## src/shared/dsdo_pkg.sv

```systemverilog
// Constants and types shared by the displacement sensor digital output block
package dsdo_pkg;
    // Clock rate and timing figures
    localparam int CLK_MHZ = 40;
    localparam int CLK_PERIOD_NS = 25;
    localparam int STOP_PULSE_NS = 1000;
    localparam int STOP_PULSE_CYC = (STOP_PULSE_NS + CLK_PERIOD_NS - 1) / CLK_PERIOD_NS;
    localparam int START_MIN_NS = 1000;
    localparam int START_MIN_CYC = (START_MIN_NS + CLK_PERIOD_NS - 1) / CLK_PERIOD_NS;
    localparam int START_LAT_NS = 50;
    localparam int START_LAT_CYC = START_LAT_NS / CLK_PERIOD_NS;
    localparam int SSI_TIMEOUT_NS = 20000;
    localparam int SSI_TIMEOUT_CYC = SSI_TIMEOUT_NS / CLK_PERIOD_NS;
    localparam int PWM_GAP_CYC = 40;
    localparam int QUAD_STEP_CYC = 8;
    // Position and serial word widths
    localparam int POS_W = 26;
    localparam int SSI_LEN_24 = 24;
    localparam int SSI_LEN_25 = 25;
    localparam int SSI_LEN_26 = 26;
    // Output mode select codes
    localparam logic [1:0] MODE_PWM = 2'h0;
    localparam logic [1:0] MODE_SS_DIFF = 2'h1;
    localparam logic [1:0] MODE_SS_TTL = 2'h2;
    // Serial length codes
    localparam logic [1:0] LEN_24 = 2'h0;
    localparam logic [1:0] LEN_25 = 2'h1;
    localparam logic [1:0] LEN_26 = 2'h2;
    // Timing-output sequencer states
    typedef enum logic [2:0] {
        TS_IDLE, TS_START, TS_WIDTH, TS_STOP, TS_GAP
    } dsdo_tstate_e;
endpackage : dsdo_pkg

```

## src/logic/dsdo_top.sv

```systemverilog
// Digital position outputs: pulse width, start/stop, quadrature and serial shift-out
`timescale 1ns/1ps

module dsdo_top #(
    parameter int POS_W = dsdo_pkg::POS_W,
    parameter int SSI_TIMEOUT_CYC = dsdo_pkg::SSI_TIMEOUT_CYC
) (
    // Clock and reset
    input wire logic clk,
    input wire logic rst,
    // Configuration straps, sampled each cycle
    input wire logic [1:0] outMode,
    input wire logic intInterrogate,
    input wire logic [1:0] ssiLenSel,
    // Measured position, proportional to magnet distance
    input wire logic [POS_W-1:0] position,
    input wire logic posValid,
    output logic posReady,
    // Interrogation start input from the controller
    input wire logic startIn,
    // Pulse timing output, positive and negative wires
    output logic timeOutP,
    output logic timeOutN,
    // Quadrature channels as pairs
    output logic quadAP,
    output logic quadAN,
    output logic quadBP,
    output logic quadBN,
    output logic quadZP,
    output logic quadZN,
    // Serial link from the controller
    input wire logic ssiClk,
    output logic ssiData
);
    //////////////////////////////////////////////////////////////////////////
    // Synchronisers for pins from outside the clock domain
    logic [1:0] startSync_ff;
    logic [1:0] ssiClkSync_ff;
    logic startDly_ff;
    logic ssiClkDly_ff;
    always_ff @(posedge clk) begin
        if (rst) begin
            startSync_ff <= 2'h0;
            ssiClkSync_ff <= 2'h3;
            startDly_ff <= 1'b0;
            ssiClkDly_ff <= 1'b1;
        end else begin
            startSync_ff <= {startSync_ff[0], startIn};
            ssiClkSync_ff <= {ssiClkSync_ff[0], ssiClk};
            startDly_ff <= startSync_ff[1];
            ssiClkDly_ff <= ssiClkSync_ff[1];
        end
    end
    wire startRise = startSync_ff[1] & ~startDly_ff;
    wire ssiFall = ~ssiClkSync_ff[1] & ssiClkDly_ff;
    wire ssiRise = ssiClkSync_ff[1] & ~ssiClkDly_ff;

    //////////////////////////////////////////////////////////////////////////
    // Two-entry position buffer; a stalled consumer holds the word, none lost
    logic [POS_W-1:0] buf_ff [2];
    logic [1:0] bufCnt_ff;
    logic bufRd_ff;
    logic bufWr_ff;
    logic [POS_W-1:0] posHeld_ff;
    wire bufFull = (bufCnt_ff == 2'h2);
    wire bufEmpty = (bufCnt_ff == 2'h0);
    wire pushEn = posValid & ~bufFull;
    // Consumer drains only while no output is mid-measurement, so it can stall
    logic consumerBusy;
    logic ssiActive_ff;
    wire popEn = ~bufEmpty & ~consumerBusy;
    always_ff @(posedge clk) begin
        if (rst) begin
            bufCnt_ff <= 2'h0;
            bufRd_ff <= 1'b0;
            bufWr_ff <= 1'b0;
            posHeld_ff <= '0;
            posReady <= 1'b0;
        end else begin
            if (pushEn) begin
                buf_ff[bufWr_ff] <= position;
                bufWr_ff <= ~bufWr_ff;
            end
            if (popEn) begin
                posHeld_ff <= buf_ff[bufRd_ff];
                bufRd_ff <= ~bufRd_ff;
            end
            bufCnt_ff <= bufCnt_ff + {1'b0, pushEn} - {1'b0, popEn};
            posReady <= ~(bufCnt_ff == 2'h2 || (bufCnt_ff == 2'h1 && pushEn && !popEn));
        end
    end

    //////////////////////////////////////////////////////////////////////////
    // Pulse timing sequencer for PWM and both start/stop modes
    localparam int CW = POS_W + 1;
    dsdo_pkg::dsdo_tstate_e tState_ff;
    logic [CW-1:0] tCnt_ff;
    logic [POS_W-1:0] tPos_ff;
    wire modePwm = (outMode == dsdo_pkg::MODE_PWM);
    wire modeDiff = (outMode == dsdo_pkg::MODE_SS_DIFF);
    wire trigExt = startRise & (tState_ff == dsdo_pkg::TS_IDLE);
    wire trigInt = modePwm & intInterrogate & (tState_ff == dsdo_pkg::TS_IDLE);
    wire trig = modePwm ? (intInterrogate ? trigInt : trigExt) : trigExt;
    wire tCntDone = (tCnt_ff == '0);
    localparam logic [CW-1:0] PULSE_CNT = CW'(dsdo_pkg::STOP_PULSE_CYC - 1);
    localparam logic [CW-1:0] GAP_CNT = CW'(dsdo_pkg::PWM_GAP_CYC - 1);
    // Start/stop modes are busy through the whole cycle; a start then is dropped
    assign consumerBusy = (tState_ff != dsdo_pkg::TS_IDLE) | ssiActive_ff;
    always_ff @(posedge clk) begin
        if (rst) begin
            tState_ff <= dsdo_pkg::TS_IDLE;
            tCnt_ff <= '0;
            tPos_ff <= '0;
            timeOutP <= 1'b0;
            timeOutN <= 1'b1;
        end else begin
            case (tState_ff)
                dsdo_pkg::TS_IDLE: begin
                    if (trig) begin
                        tPos_ff <= posHeld_ff;
                        if (modePwm) begin
                            tState_ff <= dsdo_pkg::TS_WIDTH;
                            tCnt_ff <= {1'b0, posHeld_ff};
                            timeOutP <= 1'b1;
                            timeOutN <= 1'b0;
                        end else if (modeDiff) begin
                            tState_ff <= dsdo_pkg::TS_START;
                            tCnt_ff <= PULSE_CNT;
                            timeOutP <= 1'b1;
                            timeOutN <= 1'b0;
                        end else begin
                            tState_ff <= dsdo_pkg::TS_WIDTH;
                            tCnt_ff <= {1'b0, posHeld_ff};
                        end
                    end
                end
                dsdo_pkg::TS_START: begin
                    tCnt_ff <= tCnt_ff - CW'(1);
                    if (tCntDone) begin
                        tState_ff <= dsdo_pkg::TS_WIDTH;
                        tCnt_ff <= {1'b0, tPos_ff};
                        timeOutP <= 1'b0;
                        timeOutN <= 1'b1;
                    end
                end
                dsdo_pkg::TS_WIDTH: begin
                    tCnt_ff <= tCnt_ff - CW'(1);
                    if (tCntDone) begin
                        if (modePwm) begin
                            tState_ff <= dsdo_pkg::TS_GAP;
                            tCnt_ff <= GAP_CNT;
                            timeOutP <= 1'b0;
                            timeOutN <= 1'b1;
                        end else begin
                            tState_ff <= dsdo_pkg::TS_STOP;
                            tCnt_ff <= PULSE_CNT;
                            timeOutP <= 1'b1;
                            timeOutN <= 1'b0;
                        end
                    end
                end
                dsdo_pkg::TS_STOP: begin
                    tCnt_ff <= tCnt_ff - CW'(1);
                    if (tCntDone) begin
                        tState_ff <= dsdo_pkg::TS_IDLE;
                        timeOutP <= 1'b0;
                        timeOutN <= 1'b1;
                    end
                end
                default: begin
                    // Recovery gap keeps internal pulses distinct
                    tCnt_ff <= tCnt_ff - CW'(1);
                    if (tCntDone) begin
                        tState_ff <= dsdo_pkg::TS_IDLE;
                    end
                end
            endcase
        end
    end

    //////////////////////////////////////////////////////////////////////////
    // Quadrature: an up/down tracker steps toward the held position
    logic [POS_W-1:0] qPos_ff;
    logic [1:0] qPhase_ff;
    logic [3:0] qDiv_ff;
    wire qTick = (qDiv_ff == 4'(dsdo_pkg::QUAD_STEP_CYC - 1));
    wire qUp = (posHeld_ff > qPos_ff);
    wire qDn = (posHeld_ff < qPos_ff);
    // Gray sequence 00,01,11,10 keeps A and B ninety degrees apart
    wire [1:0] qNxtUp = {qPhase_ff[0], ~qPhase_ff[1]};
    wire [1:0] qNxtDn = {~qPhase_ff[0], qPhase_ff[1]};
    wire [1:0] nxt_qPhase = qUp ? qNxtUp : (qDn ? qNxtDn : qPhase_ff);
    wire qStep = qTick & (qUp | qDn);
    always_ff @(posedge clk) begin
        if (rst) begin
            qPos_ff <= '0;
            qPhase_ff <= 2'h0;
            qDiv_ff <= 4'h0;
            {quadAP, quadAN, quadBP, quadBN, quadZP, quadZN} <= 6'h2A;
        end else begin
            qDiv_ff <= qTick ? 4'h0 : qDiv_ff + 4'h1;
            if (qStep) begin
                qPhase_ff <= nxt_qPhase;
                qPos_ff <= qUp ? qPos_ff + POS_W'(1) : qPos_ff - POS_W'(1);
            end
            // Logic 0 is positive wire high; each pair always complementary
            quadAP <= ~qPhase_ff[1];
            quadAN <= qPhase_ff[1];
            quadBP <= ~qPhase_ff[0];
            quadBN <= qPhase_ff[0];
            quadZP <= ~(qPos_ff == '0);
            quadZN <= (qPos_ff == '0);
        end
    end

    //////////////////////////////////////////////////////////////////////////
    // Serial shift-out, MSB first, framed by the controller clock
    logic [POS_W-1:0] shReg_ff;
    logic [4:0] ssiBits_ff;
    logic [$clog2(SSI_TIMEOUT_CYC+1)-1:0] ssiTmo_ff;
    wire [4:0] ssiLen = (ssiLenSel == dsdo_pkg::LEN_24) ? 5'(dsdo_pkg::SSI_LEN_24) :
                        (ssiLenSel == dsdo_pkg::LEN_25) ? 5'(dsdo_pkg::SSI_LEN_25) :
                        5'(dsdo_pkg::SSI_LEN_26);
    // Left-align the chosen length so the MSB sits at the top
    wire [POS_W-1:0] ssiLoad = posHeld_ff << (5'(POS_W) - ssiLen);
    wire ssiTmoDone = (ssiTmo_ff == '0);
    always_ff @(posedge clk) begin
        if (rst) begin
            shReg_ff <= '0;
            ssiActive_ff <= 1'b0;
            ssiBits_ff <= 5'h0;
            ssiTmo_ff <= '0;
            ssiData <= 1'b1;
        end else if (!ssiActive_ff) begin
            ssiData <= 1'b1;
            if (ssiFall) begin
                // First falling edge latches a fresh word
                shReg_ff <= ssiLoad;
                ssiActive_ff <= 1'b1;
                ssiBits_ff <= 5'h0;
                ssiTmo_ff <= '0;
            end
        end else begin
            if (ssiRise) begin
                // One bit per clock pulse; zero after the word ends
                ssiData <= (ssiBits_ff < ssiLen) ? shReg_ff[POS_W-1] : 1'b0;
                shReg_ff <= {shReg_ff[POS_W-2:0], 1'b0};
                ssiBits_ff <= (ssiBits_ff == 5'h1F) ? ssiBits_ff : ssiBits_ff + 5'h1;
            end
            // Monoflop: restarts on each edge, ends frame when clock stays high
            if (ssiRise || ssiFall || !ssiClkSync_ff[1]) begin
                ssiTmo_ff <= ($bits(ssiTmo_ff))'(SSI_TIMEOUT_CYC);
            end else if (!ssiTmoDone) begin
                ssiTmo_ff <= ssiTmo_ff - ($bits(ssiTmo_ff))'(1);
            end else begin
                ssiActive_ff <= 1'b0;
                ssiData <= 1'b1;
            end
        end
    end

    //////////////////////////////////////////////////////////////////////////
    // Checks on driven outputs and internal state (phase, sequencer, shift register, buffer count)
    AST_PAIR_COMPL: assert property (@(posedge clk) disable iff (rst)
        (quadAP != quadAN) && (quadBP != quadBN) && (quadZP != quadZN))
        else $error("Quadrature pair not complementary");
    AST_QUAD_ONE_STEP: assert property (@(posedge clk) disable iff (rst)
        $changed(qPhase_ff) |-> (qPhase_ff ^ $past(qPhase_ff)) != 2'h3)
        else $error("Quadrature jumped two steps");
    AST_PWM_LATENCY: assert property (@(posedge clk) disable iff (rst)
        trig && modePwm |=> timeOutP)
        else $error("Output pulse not started after start");
    AST_BUSY_IGNORE: assert property (@(posedge clk) disable iff (rst)
        (tState_ff == dsdo_pkg::TS_WIDTH) && startRise |=> tState_ff != dsdo_pkg::TS_IDLE)
        else $error("Start during busy cycle restarted it");
    AST_DIFF_PULSE: assert property (@(posedge clk) disable iff (rst)
        $rose(timeOutP) && !modePwm |-> timeOutP [*8])
        else $error("Start/stop pulse too short");
    AST_SSI_IDLE: assert property (@(posedge clk) disable iff (rst)
        !ssiActive_ff && !$past(ssiActive_ff) |-> ssiData)
        else $error("Serial data not idle high");
    AST_SSI_NOCLK: assert property (@(posedge clk) disable iff (rst)
        ssiActive_ff && !ssiRise && $past(ssiActive_ff) && !$fell(ssiActive_ff)
        |=> $stable(shReg_ff) || $past(ssiRise) || $past(ssiFall))
        else $error("Shift register moved without clock");
    AST_BUF_NOOVER: assert property (@(posedge clk) disable iff (rst)
        bufCnt_ff <= 2'h2)
        else $error("Position buffer overflow");
endmodule : dsdo_top

```

## config.mk

```make
export PLATFORM = sky130hd
export DESIGN_NAME = dsdo_top
export DESIGN_NICKNAME = d
export VERILOG_FILES = /design/src/shared/dsdo_pkg.sv /design/src/logic/dsdo_top.sv
export SDC_FILE = /design/constraint.sdc
export NUM_CORES = 1
export LEC_CHECK = 0
export BUFFER_PORTS_ARGS = -buffer_cell sky130_fd_sc_hd__buf_2
export CAP_MARGIN = 25
export CORE_MARGIN = 1.5
export CORE_UTILIZATION = 55
export DETAILED_ROUTE_END_ITERATION = 10
export GPL_ROUTABILITY_DRIVEN = 0
export PLACE_DENSITY = 0.8
export SYNTH_ARGS = -nofsm -noshare
export SYNTH_HDL_FRONTEND = slang
export SYNTH_SLANG_ARGS = --single-unit
export TNS_END_PERCENT = 10
```

## constraint.sdc

```tcl
create_clock -name clk -period 6.58 [get_ports clk]
set_input_delay 0.329 -clock clk [delete_from_list [all_inputs] [get_ports clk]]
set_output_delay 0.329 -clock clk [all_outputs]
set_load 0.05 [all_outputs]
```

Word level (Yosys, flattened, before mapping)
Memories as Yosys holds them, arrays and structs flattened. A register that Yosys moved wholly into a read port is not among the register bits.
Index checks and enable logic that the tools add are counted.
{"block": "totals", "inputBits": 36, "ramBits": 52, "memories": 1, "elab_cells": 168, "output_inout_bits": 10, "regBits": 150}
{"name": "buf_ff", "words": 2, "width": 26, "read_ports": 1, "rd_ports_with_merged_regs": 1, "write_ports": 1, "line": "dsdo_top.sv:60", "source": "logic [POS_W-1:0] buf_ff [2];"}
{"block": "op_classes", "n_addsub": 9, "shift": 1, "mux": 57, "eq_ne": 17, "reduce_logical": 29, "order_cmp": 3, "bitwise_logic": 24}
{"op": "2-to-1 mux 26 bit", "count": 6}
{"op": "2-to-1 mux 27 bit", "count": 3}
{"op": "one-hot mux 27 bit (3 select lines)", "count": 1}
{"op": "2-to-1 mux 10 bit", "count": 4}
{"op": "zero test 27 bit", "count": 1}
{"op": "subtractor 27 x 1 -> 27 bit (second input constant)", "count": 1}
{"op": "adder 26 x 1 -> 26 bit (second input constant)", "count": 1}
{"op": "> comparator 26 bit", "count": 1}
{"op": "zero test 26 bit", "count": 1}
{"op": "less-than comparator 26 bit", "count": 1}
{"op": "left shift 26 x 5 -> 26 bit", "count": 1}
{"op": "subtractor 26 x 1 -> 26 bit (second input constant)", "count": 1}
{"op": "2-to-1 mux 1 bit", "count": 25}
{"op": "2-to-1 mux 5 bit", "count": 4}
{"op": "2-to-1 mux 3 bit", "count": 5}
{"op": "NOT 1 bit", "count": 13}
{"op": "2-to-1 mux 2 bit", "count": 6}
{"op": "zero test 10 bit", "count": 1}
{"op": "!= test 2 bit (second input constant)", "count": 5}
{"op": "subtractor 10 x 1 -> 10 bit (second input constant)", "count": 1}
{"op": "bitwise AND 1 bit", "count": 9}
{"op": "one-hot mux 3 bit (3 select lines)", "count": 1}
{"op": "AND reduction 2 bit", "count": 4}
{"op": "equality test 2 x 1 -> 1 bit (second input constant)", "count": 3}
{"op": "other kinds (27)", "count": 41}

Depth between registers and ports, before layout
{"block": "depth", "ltp_word": 8, "mapped_depth": 17}

Least setup slack after synthesis
OpenSTA, ideal clock, no wires.
{"block": "synth_timing", "kind": "register to register", "start": "register qPos_ff[7]", "end": "register qPos_ff[25]", "t_arrival_ns": 5.182, "setup_ns": 0.121, "path_buffers": 0, "required_time_ns": 6.459, "slack_ns": 1.277, "path_stages_with_launch": 17, "cell_sequence": "dfxtp_1 > inv_1 > ha_1 > a21o_1 > a21o_1 > a221oi_1 > a21boi_0 > o21ai_0 > ha_1 > a211o_1 > a21o_1 > a221o_1 > nand3_1 > nand4_1 > o211ai_1 > mux2i_1 > mux2_2"}
{"block": "synth_via", "elab_chain_cells": 3}
{"item": "start: declaration", "line": "dsdo_top.sv:183", "source": "logic [POS_W-1:0] qPos_ff;"}
{"item": "start signal: assignment", "line": "dsdo_top.sv:204", "source": "qPos_ff <= qUp ? qPos_ff + POS_W'(1) : qPos_ff - POS_W'(1);"}
{"item": "> comparator 26 bit or less-than comparator 26 bit (tied branches)", "line": "dsdo_top.sv:187, dsdo_top.sv:188"}
{"item": "OR 1 bit", "line": "dsdo_top.sv:193", "source": "wire qStep = qTick & (qUp | qDn);"}
{"item": "bitwise AND 1 bit", "line": "dsdo_top.sv:193"}
Several ways; a longest one is shown, not always the timed one.
A chain may end at the register's enable or synchronous reset.

Final worst setup path
{"block": "layout_timing", "start": "register posHeld_ff[7] (read register of buf_ff)", "end": "register qPos_ff[24]"}
{"block": "layout_via", "elab_chain_cells": 3}
{"item": "start: declaration", "line": "dsdo_top.sv:64", "source": "logic [POS_W-1:0] posHeld_ff;"}
{"item": "> comparator 26 bit or less-than comparator 26 bit (tied branches)", "line": "dsdo_top.sv:187, dsdo_top.sv:188"}
{"item": "OR 1 bit", "line": "dsdo_top.sv:193"}
{"item": "bitwise AND 1 bit", "line": "dsdo_top.sv:193"}
Several ways; a longest one is shown, not always the timed one.

==> impl_metrics.csv <==
group,metric,value,unit
synth,netlist_area,12000,sq um
sta,tightest_slew,0.991,ns
sta,setup_tns,0,ns
synth,async_flop_share,0,%
sta,hold_viol,0,
synth,ys_ff_latch,228,
sta,max_freq,0.222,GHz
synth,syn_nets,1470,
placement,io_buffers,45,
sta,setup_viol,0,
critical_path,crit_slowest_cell,"dfxtp_1",
clock_tree,cts_root_buffer,"clkbuf_16",
global_routing,grtUsageTotal,25.3,%
critical_path,crit_top_cell,"a21o_1",
cells_and_area,final_common_cell,"nor2_1",
floorplan,core_area,21200,sq um
cells_and_area,register_area,5090,sq um
global_routing,top_usage_layer,"met2",
global_routing,grt_pass1_vias,9349,
floorplan,dieArea,22700,sq um
critical_path,critPathBufInv,2,
critical_path,crit_type,"flip-flop to flip-flop",
global_routing,gr-total-overflow,0,
synth,synthDistinctLibCells,76,
critical_path,crit_arrival,4.93,ns
global_routing,met1_usage,32.3,%
global_routing,antenna_found_initial,0,
cells_and_area,nets,1503,
synth,yosysSeqAreaShare,42.4,%
clock_tree,postCtsSetupRepairBufs,0,
synth,synth_top_area_share,29.4,%
synth,synth.area.top_cells,"dfxtp_1 (29%), edfxtp_1 (13%), ha_1 (6.1%)",
placement,dp_hpwl,18.3,mm
global_routing,use_met2,42.9,%
drt,drc,0,
pwr,peakVddDrop,0.414,mV
pwr,powerDensity,504,nW/um^2
synth,syn_inst,1375,
cells_and_area,area_growth,12.8,%
cells_and_area,fill_cells,1733,
clock_tree,cts_made_buffers,25,
clock_tree,cts-hold-fix-buffers,27,
drt,viasPerCell,6.02,
cells_and_area,finalInstanceArea,13500,sq um
drt,dr.pass1.iters,5,
clock_tree,clk_pin_slew_worst_paths,0.06,ns
sta,rsz0062_at_grt,"false",
placement,placed_area,12400,sq um
floorplan,dieHeight,151,um
floorplan,rows,53,
floorplan,die_w,151,um
drt,routed_wl,28.6,mm
sta,relSlewSlack,33.9,%
sta,slew_violations,0,
cells_and_area,multi_input_area,6420,sq um
drt,drt_iter0_markers,986,
clock_tree,cts_resized,0,
hold_path,hold_class,"input port to flip-flop",
clock_tree,htree_levels,1,
run,maxCapViolations,0,
critical_path,slowest_delay,0.54,ns
drt,wire_per_inst,16.8,um
critical_path,cp-end-kind,"flip-flop",
floorplan,start_util,56.5,%
synth,synth_ff_type,"dfxtp_1",
drt,postRouteAntennaNets,0,
floorplan,io_pins,46,
critical_path,required,7.00,ns
pwr,leakage,5.24,nW
sta,post-route-min-period,4.51,ns
synth,synth-warning-count,0,
sta,finalCritPeriodShare,68.6,%
sta,clock_skew,0.0140,ns
cells_and_area,utilization,63.7,%
critical_path,crit_chain,"ha_1 -> a21o_1 -> a21o_1 -> a221oi_1 -> a21boi_0 -> o21ai_2 -> buf_4 -> inv_1 -> fa_1 -> nor2b_1 -> o31ai_1 -> and4_1 -> nor3_1 -> a21o_1 -> a41oi_1 -> o311ai_0",
global_routing,grtUsageMet3,4.03,%
critical_path,crit_fanout,26,
critical_path,cp-start-kind,"flip-flop",
synth,yosys.area.top_type,"dfxtp_1",
sta,setup_ws,2.07,ns
clock_tree,cts_tree,"done",
critical_path,crit_family,"compound AO/OA/AOI/OAI gates",
global_routing,grt_max_degree,176,
status,status,"complete, no violations",
cells_and_area,mostFrequentLayoutCells,"nor2_1 (176), dfxtp_1 (175), nand2_1 (139), a21oi_1 (135), o21ai_0 (76)",
clock_tree,clockBufferDepth,3,
global_routing,grt_pass1_wl,46.5,mm
clock_tree,clock_latency,0.54,ns
synth,synth_edf_count,52,
cells_and_area,n_antenna_cell,0,
synth,syn_area_per_cell,8.71,sq um
placement,place_ws,2.17,ns
clock_tree,clock-sinks,228,
cells_and_area,drive_gt1_share,9.53,%
drt,vias,10300,
state kept, by name, summed over array words and instances (netlist names), 2 cells and up:
name,flops
startSync_ff,2
ssiTmo_ff,10
ssiClkSync_ff,2
ssiBits_ff,5
tCnt_ff,27
posHeld_ff,26
qDiv_ff,4
shReg_ff,26
buf_ff,52
tPos_ff,26
qPhase_ff,2
tState_ff,3
bufCnt_ff,2
qPos_ff,26
power by group:
group	switching, mW	internal, mW	total, mW
logic	2.01	1.34	3.35
registers	0.377	1.66	2.04
clock network	0.576	0.845	1.42
total	2.96	3.85	6.80
cells by family (layout without fill, tap and decap cells):
group,after synthesis,after routing,synth area share (%)
AND/OR/NAND/NOR,471,471,18.8
AO/OA/AOI/OAI,378,378,19.7
flip-flops,228,228,42.4
buffers and inverters,132,184,4.25
multiplexers,71,71,5.94
adder cells (fa/ha/maj),59,59,6.22
XOR/XNOR,36,36,2.63
final cells by class:
cell class | instances | area share, %
Tap cell | 275 | 2.55
Clock buffer | 33 | 5.00
Inverter | 52 | 1.44
Multi-Input combinational cell | 1015 | 47.5
Clock inverter | 13 | 1.15
Timing Repair Buffer | 86 | 4.71
Sequential cell | 228 | 37.6
final timing paths:
check	from	to	slack (ns)	cells past startpoint
hold / removal	startIn	startSync_ff[0]$_SDFF_PP0_	0.02	2
setup reg to reg	posHeld_ff[7]$_SDFFE_PP0P_	qPos_ff[24]$_SDFFE_PP0P_	2.07	16
setup / recovery	posHeld_ff[7]$_SDFFE_PP0P_	qPos_ff[24]$_SDFFE_PP0P_	2.07	16
hold reg to reg	ssiClkSync_ff[0]$_SDFF_PP1_	ssiClkSync_ff[1]$_SDFF_PP1_	0.42	1
stage by stage:
step	hold slack, ns	instances	power [mW]
CTS	0.0134	1702	6.77
finish	0.0223	1702	6.80
floorplan	0.389	1375	4.55
detailed placement	0.396	1629	5.32
global route	0.0244	1702	7.30
global placement	0.401	1628	5.20
routing by layer:
metal  routed length (um)  part of all wire [%]
met4                  963                   3.4
met3                 1620                   5.7
met5                    0                     0
met1                12300                    43
met2                13700                    48
synthesized netlist by cell type, drive strengths merged (10+ instances only):
cell	count
o211ai	29
edfxtp	52
nor2	176
or2	11
nor4	19
nor2b	15
o21ai	81
a22oi	10
ha	58
nand4	12
a21o	21
clkbuf	71
nand2	139
a211oi	41
nand3	14
xnor2	18
nor3	37
xor2	18
mux2i	70
dfxtp	176
a21oi	135
inv	52
worst register-to-register path, cell delays in order (launching register included):
cell and delay [ns]:
dfxtp_1 0.54, ha_1 0.31, a21o_1 0.16, a21o_1 0.17, a221oi_1 0.27, a21boi_0 0.21, o21ai_2 0.16, buf_4 0.31
inv_1 0.10, fa_1 0.39, nor2b_1 0.23, o31ai_1 0.12, and4_1 0.22, nor3_1 0.45, a21o_1 0.24, a41oi_1 0.15
o311ai_0 0.35
Note: power is estimated with default switching activity, not from simulation.
